## src/highway_port_pkg.sv

```systemverilog
// constants, types and register map of the highway port configuration block
package highway_port_pkg;

    // register word index on the avalon bus (byte address = index * 4)
    localparam logic [2:0] REG_DOWN_OFFSET = 3'h0;
    localparam logic [2:0] REG_UP_OFFSET = 3'h1;
    localparam logic [2:0] REG_SHIFT_CTRL = 3'h2;
    localparam logic [2:0] REG_HW_MODE = 3'h3;
    localparam logic [2:0] REG_OP_MODE = 3'h4;
    localparam logic [2:0] REG_FRAME_LEN = 3'h5;
    localparam logic [2:0] REG_STATUS = 3'h6;
    localparam logic [2:0] REG_TARGET = 3'h7;

    // shift_control_reg fields
    localparam int SC_TX_EDGE = 0;
    localparam int SC_UP_LO = 1;
    localparam int SC_RX_EDGE = 4;
    localparam int SC_DOWN_LO = 5;
    // highway_mode_reg fields
    localparam int HM_MODE = 0;
    localparam int HM_SYNC_EDGE = 2;
    localparam int HM_AIS = 4;
    localparam int HM_AIC = 6;
    // operation_mode_reg fields
    localparam int OM_TEST_LOOP = 4;
    localparam int OM_PORT_ACTIVE = 5;
    // status and target fields
    localparam int ST_FS_LEVEL = 2;
    localparam int TG_UP = 16;

    // reset values
    localparam logic [7:0] BYTE_RST = 8'h00;
    localparam logic [9:0] FRAME_LEN_RST = 10'h0FF;

    // frame offset constants per mode
    localparam logic [9:0] DOWN_K_M0 = 10'h011;
    localparam logic [9:0] DOWN_K_M13 = 10'h021;
    localparam logic [9:0] DOWN_K_M2 = 10'h041;
    localparam logic [9:0] UP_K_M0 = 10'h017;
    localparam logic [9:0] UP_K_M13 = 10'h02F;
    localparam logic [9:0] UP_K_M2 = 10'h05F;

    localparam int SYNC_WIDTH = 6;

    typedef enum logic [1:0] {
        MODE_0 = 2'b00,
        MODE_1 = 2'b01,
        MODE_2 = 2'b10,
        MODE_3 = 2'b11
    } hw_mode_t;

    // four transmit pins: level and output enable
    typedef struct packed {
        logic [3:0] level;
        logic [3:0] oe;
    } pin_group_t;

endpackage : highway_port_pkg

```

## src/highway_port_config.sv

```systemverilog
// highway port: framing offsets, line selection, standby, test loop, line compare
`timescale 1ns/1ps
module highway_port_config
    import highway_port_pkg::*;
(
    // system
    input wire logic clock_in,
    input wire logic reset_in,
    // avalon-mm slave, word addressed
    input wire logic [2:0] avs_address_in,
    input wire logic avs_read_in,
    input wire logic avs_write_in,
    input wire logic [31:0] avs_writedata_in,
    input wire logic [3:0] avs_byteenable_in,
    output logic [31:0] avs_readdata_out,
    output logic avs_waitrequest_out,
    // highway pins
    input wire logic highway_clock_in,
    input wire logic frame_sync_in,
    input wire logic [3:0] rx_line_in,
    output pin_group_t tx_pin_out,
    output logic [3:0] tristate_control_pin_out,
    // upstream memory side
    input wire logic [3:0] tx_bit_in,
    input wire logic [3:0] tx_tristate_in,
    output logic tx_tick_out,
    output logic [9:0] up_bit_pos_out,
    // downstream memory side
    output logic [3:0] rx_bit_out,
    output logic rx_valid_out,
    output logic [9:0] down_bit_pos_out,
    output logic [1:0] mismatch_out
);
    // registers
    logic [7:0] down_off_q;
    logic [7:0] up_off_q;
    logic [7:0] shift_ctrl_q;
    logic [7:0] hw_mode_q;
    logic [7:0] op_mode_q;
    logic [9:0] frame_len_q;
    logic [1:0] mismatch_q;
    logic ack_q;
    logic [31:0] rdata_q;
    // highway state
    logic hc_prev_q;
    logic fs_samp_q;
    logic [9:0] down_pos_q;
    logic [9:0] up_pos_q;
    pin_group_t tx_q;
    logic [3:0] rx_bit_q;
    logic rx_valid_q;
    logic [5:0] pins_s;

    function automatic logic [9:0] wrap_sum(logic [11:0] s, logic [10:0] n);
        logic [11:0] t;
        t = s;
        if (t >= {1'h0, n}) begin
            t = t - {1'h0, n};
        end
        if (t >= {1'h0, n}) begin
            t = t - {1'h0, n};
        end
        return t[9:0];
    endfunction : wrap_sum

    // offset in bit units: the masked low bits drop out, the mode sets the scale
    function automatic logic [9:0] mask_off(hw_mode_t m, logic [9:0] o);
        case (m)
            MODE_0: mask_off = {2'h0, o[9:2]};
            MODE_2: mask_off = o;
            default: mask_off = {1'h0, o[9:1]};
        endcase
    endfunction : mask_off

    function automatic logic [9:0] k_down(hw_mode_t m);
        case (m)
            MODE_0: k_down = DOWN_K_M0;
            MODE_2: k_down = DOWN_K_M2;
            default: k_down = DOWN_K_M13;
        endcase
    endfunction : k_down

    function automatic logic [9:0] k_up(hw_mode_t m);
        case (m)
            MODE_0: k_up = UP_K_M0;
            MODE_2: k_up = UP_K_M2;
            default: k_up = UP_K_M13;
        endcase
    endfunction : k_up

    // logical ports onto physical pins; tris high means no drive this slot
    function automatic pin_group_t tx_map(hw_mode_t m, logic [3:0] b, logic [3:0] tr);
        pin_group_t p;
        p.level = b;
        p.oe = ~tr;
        case (m)
            MODE_0: p = p;
            MODE_1: p = {1'h0, b[1], 1'h0, b[0], 1'h0, ~tr[1], 1'h0, ~tr[0]};
            MODE_2: p = {3'h0, b[0], 3'h0, ~tr[0]};
            MODE_3: p = {b[1], b[1], b[0], b[0], ~tr[1], ~tr[1], ~tr[0], ~tr[0]};
            default: p = p;
        endcase
        return p;
    endfunction : tx_map

    // physical receive lines onto logical ports
    function automatic logic [3:0] rx_map(hw_mode_t m, logic [1:0] ais, logic [3:0] l);
        case (m)
            MODE_0: rx_map = l; // select bits unused here
            MODE_2: rx_map = {3'h0, ais[1] ? l[2] : l[3]};
            default: rx_map = {2'h0, ais[1] ? l[2] : l[3], ais[0] ? l[0] : l[1]};
        endcase
    endfunction : rx_map

    pin_sync u_sync (
        .clock_in(clock_in),
        .reset_in(reset_in),
        .pins_in({highway_clock_in, frame_sync_in, rx_line_in}),
        .pins_out(pins_s)
    );

    // decoded controls
    wire hw_mode_t mode = hw_mode_t'(hw_mode_q[HM_MODE +: 2]);
    wire logic [1:0] ais = hw_mode_q[HM_AIS +: 2];
    wire logic [1:0] aic = hw_mode_q[HM_AIC +: 2];
    wire logic sync_edge = hw_mode_q[HM_SYNC_EDGE];
    wire logic tx_edge = shift_ctrl_q[SC_TX_EDGE];
    wire logic rx_edge = shift_ctrl_q[SC_RX_EDGE];
    wire logic port_active = op_mode_q[OM_PORT_ACTIVE];
    wire logic test_loop = op_mode_q[OM_TEST_LOOP];
    wire logic hc_s = pins_s[5];
    wire logic fs_s = pins_s[4];
    wire logic [3:0] rx_s = pins_s[3:0];

    // frame offsets and the bit numbers they mark
    wire logic [10:0] frame_bit_count = {1'h0, frame_len_q} + 11'h001;
    wire logic [9:0] down_off = mask_off(mode, {down_off_q, shift_ctrl_q[SC_DOWN_LO +: 2]});
    wire logic [9:0] up_off = mask_off(mode, {up_off_q, shift_ctrl_q[SC_UP_LO +: 2]});
    wire logic [9:0] down_target = wrap_sum({2'h0, down_off} + {2'h0, k_down(mode)}, frame_bit_count);
    wire logic [9:0] up_target = wrap_sum({2'h0, up_off} + {1'h0, frame_bit_count} - {2'h0, k_up(mode)}, frame_bit_count);

    // edge events of the sampled highway clock
    wire logic hc_rise = hc_s & ~hc_prev_q;
    wire logic hc_fall = ~hc_s & hc_prev_q;
    wire logic fs_tick = sync_edge ? hc_rise : hc_fall;
    wire logic tx_tick = tx_edge ? hc_rise : hc_fall;
    wire logic rx_tick = rx_edge ? hc_rise : hc_fall;
    wire logic frame_start = fs_tick & fs_s & ~fs_samp_q;

    // receive path runs in standby too
    wire logic [3:0] rx_src = test_loop ? tx_q.level : rx_s;
    wire logic [3:0] rx_sel = rx_map(mode, ais, rx_src);
    // compare physical lines, not the selected ones
    wire logic [1:0] diff = {rx_src[2] ^ rx_src[3], rx_src[0] ^ rx_src[1]} & aic & {2{rx_tick}};
    wire pin_group_t tx_next = tx_map(mode, tx_bit_in, tx_tristate_in);
    wire logic [3:0] tx_en = tx_q.oe & {4{port_active}};

    // bus decode
    wire logic req = avs_read_in | avs_write_in;
    wire logic wr_ok = avs_write_in & ack_q;
    wire logic wr_b0 = wr_ok & avs_byteenable_in[0];
    wire logic wr_b1 = wr_ok & avs_byteenable_in[1];
    wire logic [7:0] wd = avs_writedata_in[7:0];
    wire logic [1:0] mm_clear = (wr_b0 && avs_address_in == REG_STATUS) ? wd[1:0] : 2'h0;
    wire logic [31:0] status_word = {29'h0, fs_samp_q, mismatch_q};
    wire logic [31:0] target_word = {6'h00, up_target, 6'h00, down_target};
    wire logic [31:0] rd_word =
        (avs_address_in == REG_DOWN_OFFSET) ? {24'h000000, down_off_q} :
        (avs_address_in == REG_UP_OFFSET) ? {24'h000000, up_off_q} :
        (avs_address_in == REG_SHIFT_CTRL) ? {24'h000000, shift_ctrl_q} :
        (avs_address_in == REG_HW_MODE) ? {24'h000000, hw_mode_q} :
        (avs_address_in == REG_OP_MODE) ? {24'h000000, op_mode_q} :
        (avs_address_in == REG_FRAME_LEN) ? {22'h000000, frame_len_q} :
        (avs_address_in == REG_STATUS) ? status_word : target_word;

    // every request answers on its second edge
    always_ff @(posedge clock_in or posedge reset_in) begin
        if (reset_in) begin
            ack_q <= 1'h0;
            rdata_q <= 32'h00000000;
        end else begin
            ack_q <= req & ~ack_q;
            rdata_q <= (req & ~ack_q) ? rd_word : rdata_q;
        end
    end

    always_ff @(posedge clock_in or posedge reset_in) begin
        if (reset_in) begin
            down_off_q <= BYTE_RST;
            up_off_q <= BYTE_RST;
            shift_ctrl_q <= BYTE_RST;
            hw_mode_q <= BYTE_RST;
            op_mode_q <= BYTE_RST;
            frame_len_q <= FRAME_LEN_RST;
        end else begin
            if (wr_b0 && avs_address_in == REG_DOWN_OFFSET) down_off_q <= wd;
            if (wr_b0 && avs_address_in == REG_UP_OFFSET) up_off_q <= wd;
            if (wr_b0 && avs_address_in == REG_SHIFT_CTRL) shift_ctrl_q <= wd;
            if (wr_b0 && avs_address_in == REG_HW_MODE) hw_mode_q <= wd;
            if (wr_b0 && avs_address_in == REG_OP_MODE) op_mode_q <= wd;
            if (wr_b0 && avs_address_in == REG_FRAME_LEN) frame_len_q[7:0] <= wd;
            if (wr_b1 && avs_address_in == REG_FRAME_LEN) frame_len_q[9:8] <= avs_writedata_in[9:8];
        end
    end

    // a mismatch in the clearing cycle survives the clear
    always_ff @(posedge clock_in or posedge reset_in) begin
        if (reset_in) begin
            mismatch_q <= 2'h0;
        end else begin
            mismatch_q <= (mismatch_q & ~mm_clear) | diff;
        end
    end

    // frame positions; free-running modulo frame length without sync
    always_ff @(posedge clock_in or posedge reset_in) begin
        if (reset_in) begin
            hc_prev_q <= 1'h0;
            fs_samp_q <= 1'h0;
            down_pos_q <= 10'h000;
            up_pos_q <= 10'h000;
        end else begin
            hc_prev_q <= hc_s;
            fs_samp_q <= fs_tick ? fs_s : fs_samp_q;
            if (frame_start) begin
                down_pos_q <= down_off;
                up_pos_q <= up_off;
            end else if (hc_rise) begin
                down_pos_q <= wrap_sum({2'h0, down_pos_q} + 12'h001, frame_bit_count);
                up_pos_q <= wrap_sum({2'h0, up_pos_q} + 12'h001, frame_bit_count);
            end
        end
    end

    // launch and sample on the selected edges
    always_ff @(posedge clock_in or posedge reset_in) begin
        if (reset_in) begin
            tx_q <= '0;
            rx_bit_q <= 4'h0;
            rx_valid_q <= 1'h0;
        end else begin
            tx_q <= tx_tick ? tx_next : tx_q;
            rx_bit_q <= rx_tick ? rx_sel : rx_bit_q;
            rx_valid_q <= rx_tick;
        end
    end

    // control pins are active low; outside mode 0, pins 1 and 3 carry the select bits
    always_comb begin
        tristate_control_pin_out = ~tx_en;
        case (mode)
            MODE_0: tristate_control_pin_out = ~tx_en;
            MODE_2: tristate_control_pin_out = {ais[1], 1'h1, ais[0], ~tx_en[0]};
            default: tristate_control_pin_out = {ais[1], ~tx_en[2], ais[0], ~tx_en[0]};
        endcase
    end

    assign tx_pin_out = {tx_q.level, tx_en};
    assign tx_tick_out = tx_tick;
    assign up_bit_pos_out = up_pos_q;
    assign down_bit_pos_out = down_pos_q;
    assign rx_bit_out = rx_bit_q;
    assign rx_valid_out = rx_valid_q;
    assign mismatch_out = mismatch_q;
    assign avs_readdata_out = rdata_q;
    assign avs_waitrequest_out = req & ~ack_q;
endmodule : highway_port_config

```

## src/pin_sync.sv

```systemverilog
// two-stage synchroniser for the highway pins
`timescale 1ns/1ps
module pin_sync
    import highway_port_pkg::*;
(
    // system
    input wire logic clock_in,
    input wire logic reset_in,
    // pins
    input wire logic [SYNC_WIDTH-1:0] pins_in,
    output logic [SYNC_WIDTH-1:0] pins_out
);
    logic [SYNC_WIDTH-1:0] meta_q;
    logic [SYNC_WIDTH-1:0] sync_q;

    // meta_q feeds only sync_q
    always_ff @(posedge clock_in or posedge reset_in) begin
        if (reset_in) begin
            meta_q <= '0;
            sync_q <= '0;
        end else begin
            meta_q <= pins_in;
            sync_q <= meta_q;
        end
    end

    assign pins_out = sync_q;

endmodule : pin_sync
```

## config.mk

```make
export PLATFORM = sky130hd
export DESIGN_NAME = highway_port_config
export DESIGN_NICKNAME = d
export VERILOG_FILES = /design/src/highway_port_pkg.sv /design/src/highway_port_config.sv /design/src/pin_sync.sv
export SDC_FILE = /design/constraint.sdc
export NUM_CORES = 1
export LEC_CHECK = 0
export ABC_AREA = 1
export BUFFER_PORTS_ARGS = -buffer_cell sky130_fd_sc_hd__buf_2
export CAP_MARGIN = 15
export CORE_MARGIN = 3
export CORE_UTILIZATION = 45
export CTS_BUF_LIST = sky130_fd_sc_hd__clkbuf_4 sky130_fd_sc_hd__clkbuf_8
export DETAILED_ROUTE_END_ITERATION = 10
export PLACE_DENSITY = 0.71
export SYNTH_ARGS = -nofsm -noshare
export SYNTH_HDL_FRONTEND = slang
export SYNTH_SLANG_ARGS = --single-unit
export TNS_END_PERCENT = 10
```

## constraint.sdc

```tcl
create_clock -name clock_in -period 6.01 [get_ports clock_in]
set_input_delay 1.202 -clock clock_in [delete_from_list [all_inputs] [get_ports clock_in]]
set_output_delay 1.202 -clock clock_in [all_outputs]
set_load 0.05 [all_outputs]
```

==> out/results.ini, run 1 <==
[synthesis]
synth_edf_count=0
ys_seq_area_share_pct=25.08
synth_seq_cells=120
synth_area_sq_um=12020
synth_cell_types=60
synthTopCellsByArea=dfrtp_1, nand2_1, ha_1
yosysWarningCount=0
postSynthCellCount=1749
netlist.area_leader.share_pct=23.33
synth_top_area_cell=dfrtp_1
synthFlopType=dfrtp_1
postSynthAreaPerCell_sq_um=6.870
async_reset_ff_share_pct=100.0

[floorplan]
fp.dieH_um=169.4
dieArea_sq_um=28700
ioPinCount=130
core_area_sq_um=26130
die_w_um=169.4
row_count=59
start_util_pct=45.98

[timing]
rsz0062_at_grt=yes
min_period_ps=6356
timing.fmax_mhz=157.3
setup-violations-final=10
final_hold_viol_count=0
maxSlewHeadroom_pct=23.25
fin_crit_sh_pct=105.8
worst_slew_pin_slew_ps=1143
fin_skew_ps=15.95
fin_ws_ps=-345.6
slew_violations=0

[worst_setup_path]
end_kind=register
cp_max_fo=6
cp-start-kind=register
arrival_ps=6700
critPathMaxStageDelay_ps=600
required_ps=6350
crit_slowest_cell=dfstp_2
critPathTopFamily=compound AO/OA/AOI/OAI gates
path_common_cell=nand2_1
critPathBufInv=6
worst-setup-path-type=register to register

[finish]
final_cells=2356
fin_nets=2188
final_core_util_pct=56.66
area_growth_pct=23.23
fillers=2433
drive_gt1_share_pct=22.23

[clock_tree]
cts_tree=done
clk_path_buf_depth=2
cts_root_buf=clkbuf_8
cts_hold_buffers=0
cts_made_buffers=17
cts.sinks=120
clk_latency_ps=460
clk_pin_slew_ps=80
h-tree-depth=4

[place]
gp_congestion=0.9317
port_buffers=93
place_hpwl_mm=28.98
dp.cells=2283

[drt]
wl_met1_mm=16.81
wl_met2_mm=17.52
wl_per_cell_um=16.23
dr.pass1.iters=6
drtIter0Drc=937
dr.max_layer_used=met4
vias=12565
ant_nets=0
wl_met3_mm=2.473
wl_mm=38.24
remaining_drc_errors=0
vias_per_cell=5.333

[global_routing]
antenna_found_initial=1
track_usage_pct=26.53
gr-total-overflow=0
grt_pass1_vias=12082
grt_max_degree=68
grt_pass1_wl_mm=60.94

[status]
outcome=complete, but fails checks
violations=negative setup slack

[worst_hold_path]
hp-class=register to register

[run]
maxCapViolations=0

-- worst register-to-register path: cells and delay by family, from the launching register on --
| kind | cells | cell delay (ps) |
|---|---|---|
| AO/OA/AOI/OAI | 14 | 1940 |
| buffers and inverters | 6 | 590 |
| XOR/XNOR | 1 | 150 |
| AND/OR/NAND/NOR | 16 | 1520 |
| flip-flops | 1 | 600 |
| adder cells (fa/ha/maj) | 4 | 1460 |
-- logic make-up (layout without fill, tap and decap cells) --
logic type,count (synthesis),in the layout,share of synthesized area [%]
buffers and inverters,342,601,11.87
AND/OR/NAND/NOR,684,685,24.38
flip-flops,120,120,25.08
XOR/XNOR,87,87,6.404
adder cells (fa/ha/maj),123,123,13.62
other,1,13,0.03121
multiplexers,1,1,0.08331
AO/OA/AOI/OAI,391,391,18.54
-- through the flow --
stage	instance area [sq um]	setup WS [ps]	hold WS [ps]	setup TNS [ps]
2_1_floorplan	12100	-285.4	331.2	-2361
3_3_place_gp	13760	-327.2	331.7	-2883
3_5_place_dp	13760	-480.5	334.7	-4258
4_1_cts	14650	-151.5	351.5	-1121
5_1_grt	14810	-718.3	360.2	-10430
6_report	14810	-345.6	352.0	-3037
-- path summary, 6_finish.rpt --
path / cells after the start / startpoint / slack (ps) / to
max: 41 / frame_len_q[0]$_DFFE_PP1P_ / -350 / avs_readdata_out[17]$_DFFE_PP0P_
min: 0 / u_sync.meta_q[5]$_DFF_PP0_ / 350 / u_sync.pins_out[5]$_DFF_PP0_
max reg2reg: 41 / frame_len_q[0]$_DFFE_PP1P_ / -350 / avs_readdata_out[17]$_DFFE_PP0P_
min reg2reg: 0 / u_sync.meta_q[5]$_DFF_PP0_ / 350 / u_sync.pins_out[5]$_DFF_PP0_
max in group asynchronous: 3 / reset_in / 3870 / up_off_q[0]$_DFFE_PP0P_
min in group asynchronous: 2 / reset_in / 900 / u_sync.meta_q[5]$_DFF_PP0_
-- cells in the final DEF, fill, tap and decap left out, types with 5 or more instances in the layout --
cell / synthesis / routed
fa_1: 13 / 12
buf_2: 4 / 93
conb_1: 1 / 12
o21ai_2: 4 / 10
nand2_2: 5 / 12
or2_2: 15 / 14
ha_1: 110 / 98
nand3_2: 6 / 7
o211ai_1: 12 / 12
nand4_1: 13 / 13
o21ai_0: 155 / 138
nor2_2: 6 / 6
inv_1: 279 / 269
o21ai_1: 24 / 33
buf_4: 18 / 179
a31oi_1: 12 / 12
xor2_1: 58 / 56
nor3_2: 3 / 5
nand2_1: 458 / 449
ha_4: 0 / 11
o21bai_1: 18 / 18
a21oi_2: 3 / 11
xnor2_1: 28 / 27
dfstp_2: 8 / 8
clkinvlp_4: 0 / 6
nand2_4: 3 / 6
clkbuf_8: 0 / 18
a21oi_1: 111 / 101
nand3_1: 70 / 69
nor3_1: 26 / 21
dfrtp_1: 112 / 110
nor2_1: 68 / 68
o22ai_1: 17 / 17
inv_2: 9 / 16
o21a_1: 13 / 12
-- layout make-up --
class	count	area (sq um)	share of cell area [%]
timing repair buffer	275	1843	12.45
antenna	1	2.502	0.01690
sequential	120	3015	20.37
multi-input combinational	1299	8013	54.12
inverter	295	1145	7.732
clock inverter	10	98.84	0.6676
clock buffer	21	270.3	1.825
tap	335	419.2	2.831
-- synthesized netlist by cell type (3+ instances only) --
cell and instances:
a21oi_2 3, o21bai_1 18, nor2_2 6, inv_2 9, dfrtp_1 112, buf_2 4
a31oi_1 12, ha_1 110, clkinv_1 3, inv_1 279, o221ai_1 4, o21ai_2 4
dfstp_2 8, o22ai_1 17, o21ai_1 24, nand3_1 70, a21oi_1 111, a21o_1 4
nand2_2 5, nand2_1 458, or2_2 15, xor2_1 58, o211ai_1 12, fa_1 13
nor2_4 4, nor2_1 68, nand4_1 13, xnor2_1 28, buf_4 18, nor3_1 26
o21a_1 13, nor3_2 3, nand3_2 6, buf_6 5, clkbuf_1 19, nand2_4 3
o21ai_0 155, nand3b_1 4
-- metal layers --
metal | track usage [%] | up-vias
met4 | 10.17 | 0
met3 | 3.960 | 94
met2 | 43.74 | 452
li1 | - | 6183
met5 | 0 | -
met1 | 35.36 | 5836
-- repair_timing --
item                       CTS  global route
setup buffers               34             6
gates cloned                 2             0
gates resized for setup     51            36
setup endpoints to repair   10            40
pin swaps                   44            16
-- state kept, by name, indices dropped and copies added, names as in the netlist, 2 cells and up --
signal and count:
down_off_q 8, down_bit_pos_out 10, shift_ctrl_q 8, tx_q 4, hw_mode_q 8, u_sync.meta_q 6, tx_pin_out 4, op_mode_q 8
up_bit_pos_out 10, rx_bit_out 4, u_sync.pins_out 6, mismatch_out 2, up_off_q 8, avs_readdata_out 20, frame_len_q 10
Power of run 1 is not shown: default switching activity piles up to over one toggle a cycle in this logic, so the estimate is an artifact.
==> run 2: changes to the inputs <==
Settings changed: SYNTH_HIERARCHICAL set to 1.
==> run 2 against run 1 <==
Against the previous run:
- critical endpoint is now avs_readdata_out[20]$_DFFE_PP0P_
- hold slack worse by 2.8 ps
- clock skew up 5.7 ps
- core utilization down 2.8 points
- cell count down 2.8%
- highest routed layer unchanged
- clock-buffer cell count down 2
- design area down 5.0%
- first-iteration DRC count up 1.1%
- the flow still finishes with violations (negative setup slack)
- global-route usage down 1.0 points
- synthesized cell count up 0.57%
- die area down 0.31%
- flip-flop and latch count unchanged
==> out/results.ini, run 2 <==
[global_routing]
grt-busiest-layer=met2
gr-usage-met3_pct=3.494  ; -0.47 points
grt.met1_usage_pct=34.32  ; -1.0 points
use_met2_pct=42.01  ; -1.7 points
track_usage_pct=25.52  ; -1.0 points
antenna_found_initial=0  ; -1
grt_pass1_wl_mm=58.80  ; -3.5%
gr-total-overflow=0  ; unchanged
grt_max_degree=60  ; -12%
grt_pass1_vias=11714  ; -3.0%

[synthesis]
synth_edf_count=0  ; unchanged
synth_common_cells=nand2_1, inv_1, o21ai_0
postSynthCellCount=1759  ; +0.57%
synthTopCellsByArea=dfrtp_1, nand2_1, ha_1
synthFlopType=dfrtp_1
async_reset_ff_share_pct=100.0  ; unchanged
yosysWarningCount=6  ; +6
yosysMostFrequentCell=nand2_1
synth_cell_types=54  ; -10%
ys_seq_area_share_pct=25.16  ; +0.081 points
netlist.area_leader.share_pct=23.40  ; +0.076 points
synth_top_area_cell=dfrtp_1
synth_area_sq_um=11980  ; -0.32%
synth_seq_cells=120  ; unchanged
postSynthAreaPerCell_sq_um=6.809  ; -0.89%

[finish]
layout_commonest_cell=nand2_1
area_growth_pct=17.49
final_cells=2290  ; -2.8%
fillers=2544  ; +4.6%
fin_nets=2122  ; -3.0%
drive_gt1_share_pct=16.93  ; -5.3 points
n_antenna_cell=0  ; -1
largest_reg_flops=20  ; unchanged
final_cell_mix=nand2_1, inv_1, o21ai_0

[timing]
setup-violations-final=10  ; unchanged
fin_ws_ps=-113.2  ; +232.4 ps
rsz0062_at_grt=yes
final_hold_viol_count=0  ; unchanged
timing.fmax_mhz=163.3  ; +3.8%
slew_violations=0  ; unchanged
fin_crit_sh_pct=101.9  ; -3.9 points
worst_slew_pin_slew_ps=962.0  ; -180.6 ps
maxSlewHeadroom_pct=35.34  ; +12 points
min_period_ps=6123  ; -232.4 ps
fin_skew_ps=21.65  ; +5.703 ps

[worst_setup_path]
critPathTopFamily=compound AO/OA/AOI/OAI gates
crit_slowest_cell=dfstp_2
cp-start-kind=register
critPathBufInv=4  ; -2
path_common_cell=nand2_1
worst-setup-path-type=register to register
critPathMaxStageDelay_ps=590  ; about the same
end_kind=register
cp_max_fo=4  ; -2
arrival_ps=6500  ; -200 ps
required_ps=6380  ; +30 ps

[clock_tree]
clk_pin_slew_ps=90  ; about the same
cts_root_buf=clkbuf_8
h-tree-depth=4  ; unchanged
cts.sinks=120  ; unchanged
clk_latency_ps=460  ; about the same
cts_tree=done
clk_path_buf_depth=2  ; unchanged
cts_made_buffers=17  ; unchanged

[drt]
wl_mm=36.92  ; -3.5%
dr.pass1.iters=5  ; -1
vias_per_cell=5.417  ; +1.6%
vias=12406  ; -1.3%
wl_per_cell_um=16.12  ; -0.67%
drtIter0Drc=947  ; +1.1%
ant_nets=0  ; unchanged
remaining_drc_errors=0  ; unchanged

[worst_hold_path]
hp-class=register to register

[floorplan]
fp.dieH_um=169.1  ; -0.16%
ioPinCount=130  ; unchanged
row_count=59  ; unchanged
start_util_pct=45.83  ; -0.15 points
core_area_sq_um=26130  ; unchanged
die_w_um=169.1  ; -0.16%
dieArea_sq_um=28610  ; -0.31%

[status]
outcome=complete, but fails checks
violations=negative setup slack

[place]
gp_congestion=0.9665  ; +3.7%
place_hpwl_mm=28.78  ; -0.68%
dp.cells=2240  ; -1.9%
port_buffers=93  ; unchanged

[run]
maxCapViolations=0  ; unchanged

-- run 2: per-layer routing --
metal / routed length (um) / share of wire [%]
met4: 1325 / 3.6
met1: 15940 / 43
met5: 0 / 0
met3: 2737 / 7.4
met2: 16920 / 46
-- run 2: through the flow --
step | TNS (ps) | util (%) | worst slack [ps] | instance area [sq um] | hold slack (ps)
after global routing | -8583 | 53.84 | -566.6 | 14070 | 365.4
after global placement | -682.6 | 51.13 | -88.56 | 13360 | 333.8
after CTS | -8.484 | 53.11 | -3.773 | 13880 | 355.2
final | -921.3 | 53.84 | -113.2 | 14070 | 349.2
after detailed placement | -1821 | 51.13 | -194.2 | 13360 | 334.7
after floorplan | 0 | - | 6.475 | 12060 | 331.2
-- run 2: logic make-up (layout without fill, tap and decap cells) --
family | count (synthesis) | count (layout) | share of synthesized area (%)
buf+inv | 314 | 497 | 10.66
other cells | 1 | 12 | 0.03131
xor+xnor | 87 | 87 | 6.425
simple gates | 734 | 736 | 25.88
flops | 120 | 120 | 25.16
compound gates | 380 | 380 | 18.19
fa+ha+maj | 123 | 123 | 13.66
-- run 2: area by class of cell --
class / count / area, sq um / area share (%)
Clock buffer: 19 / 249.0 / 1.770
Sequential cell: 120 / 3015 / 21.43
Tap cell: 335 / 419.2 / 2.979
Multi-Input combinational cell: 1338 / 7961 / 56.58
Clock inverter: 13 / 146.4 / 1.040
Timing Repair Buffer: 201 / 1284 / 9.123
Inverter: 264 / 996.0 / 7.078
-- run 2: final timing paths --
kind / startpoint / endpoint / slack, ps / depth (start not counted)
setup / recovery: frame_len_q[0]$_DFFE_PP1P_ / avs_readdata_out[20]$_DFFE_PP0P_ / -110 / 37
hold / removal: u_sync/meta_q[4]$_DFF_PP0_ / u_sync/pins_out[4]$_DFF_PP0_ / 350 / 0
setup reg to reg: frame_len_q[0]$_DFFE_PP1P_ / avs_readdata_out[20]$_DFFE_PP0P_ / -110 / 37
hold reg to reg: u_sync/meta_q[4]$_DFF_PP0_ / u_sync/pins_out[4]$_DFF_PP0_ / 350 / 0
max in group asynchronous: reset_in / hw_mode_q[1]$_DFFE_PP0P_ / 3880 / 3
min in group asynchronous: reset_in / u_sync/pins_out[1]$_DFF_PP0_ / 750 / 2
-- run 2: what timing repair did --
item                                    CTS  global route
pin swaps                                 9             7
setup buffers                             6            10
hold buffers                              0             0
gates resized for setup                  13            31
cloned                                    2             0
endpoints found under the setup margin   11            40
Power of run 2 is left out for the same reason.
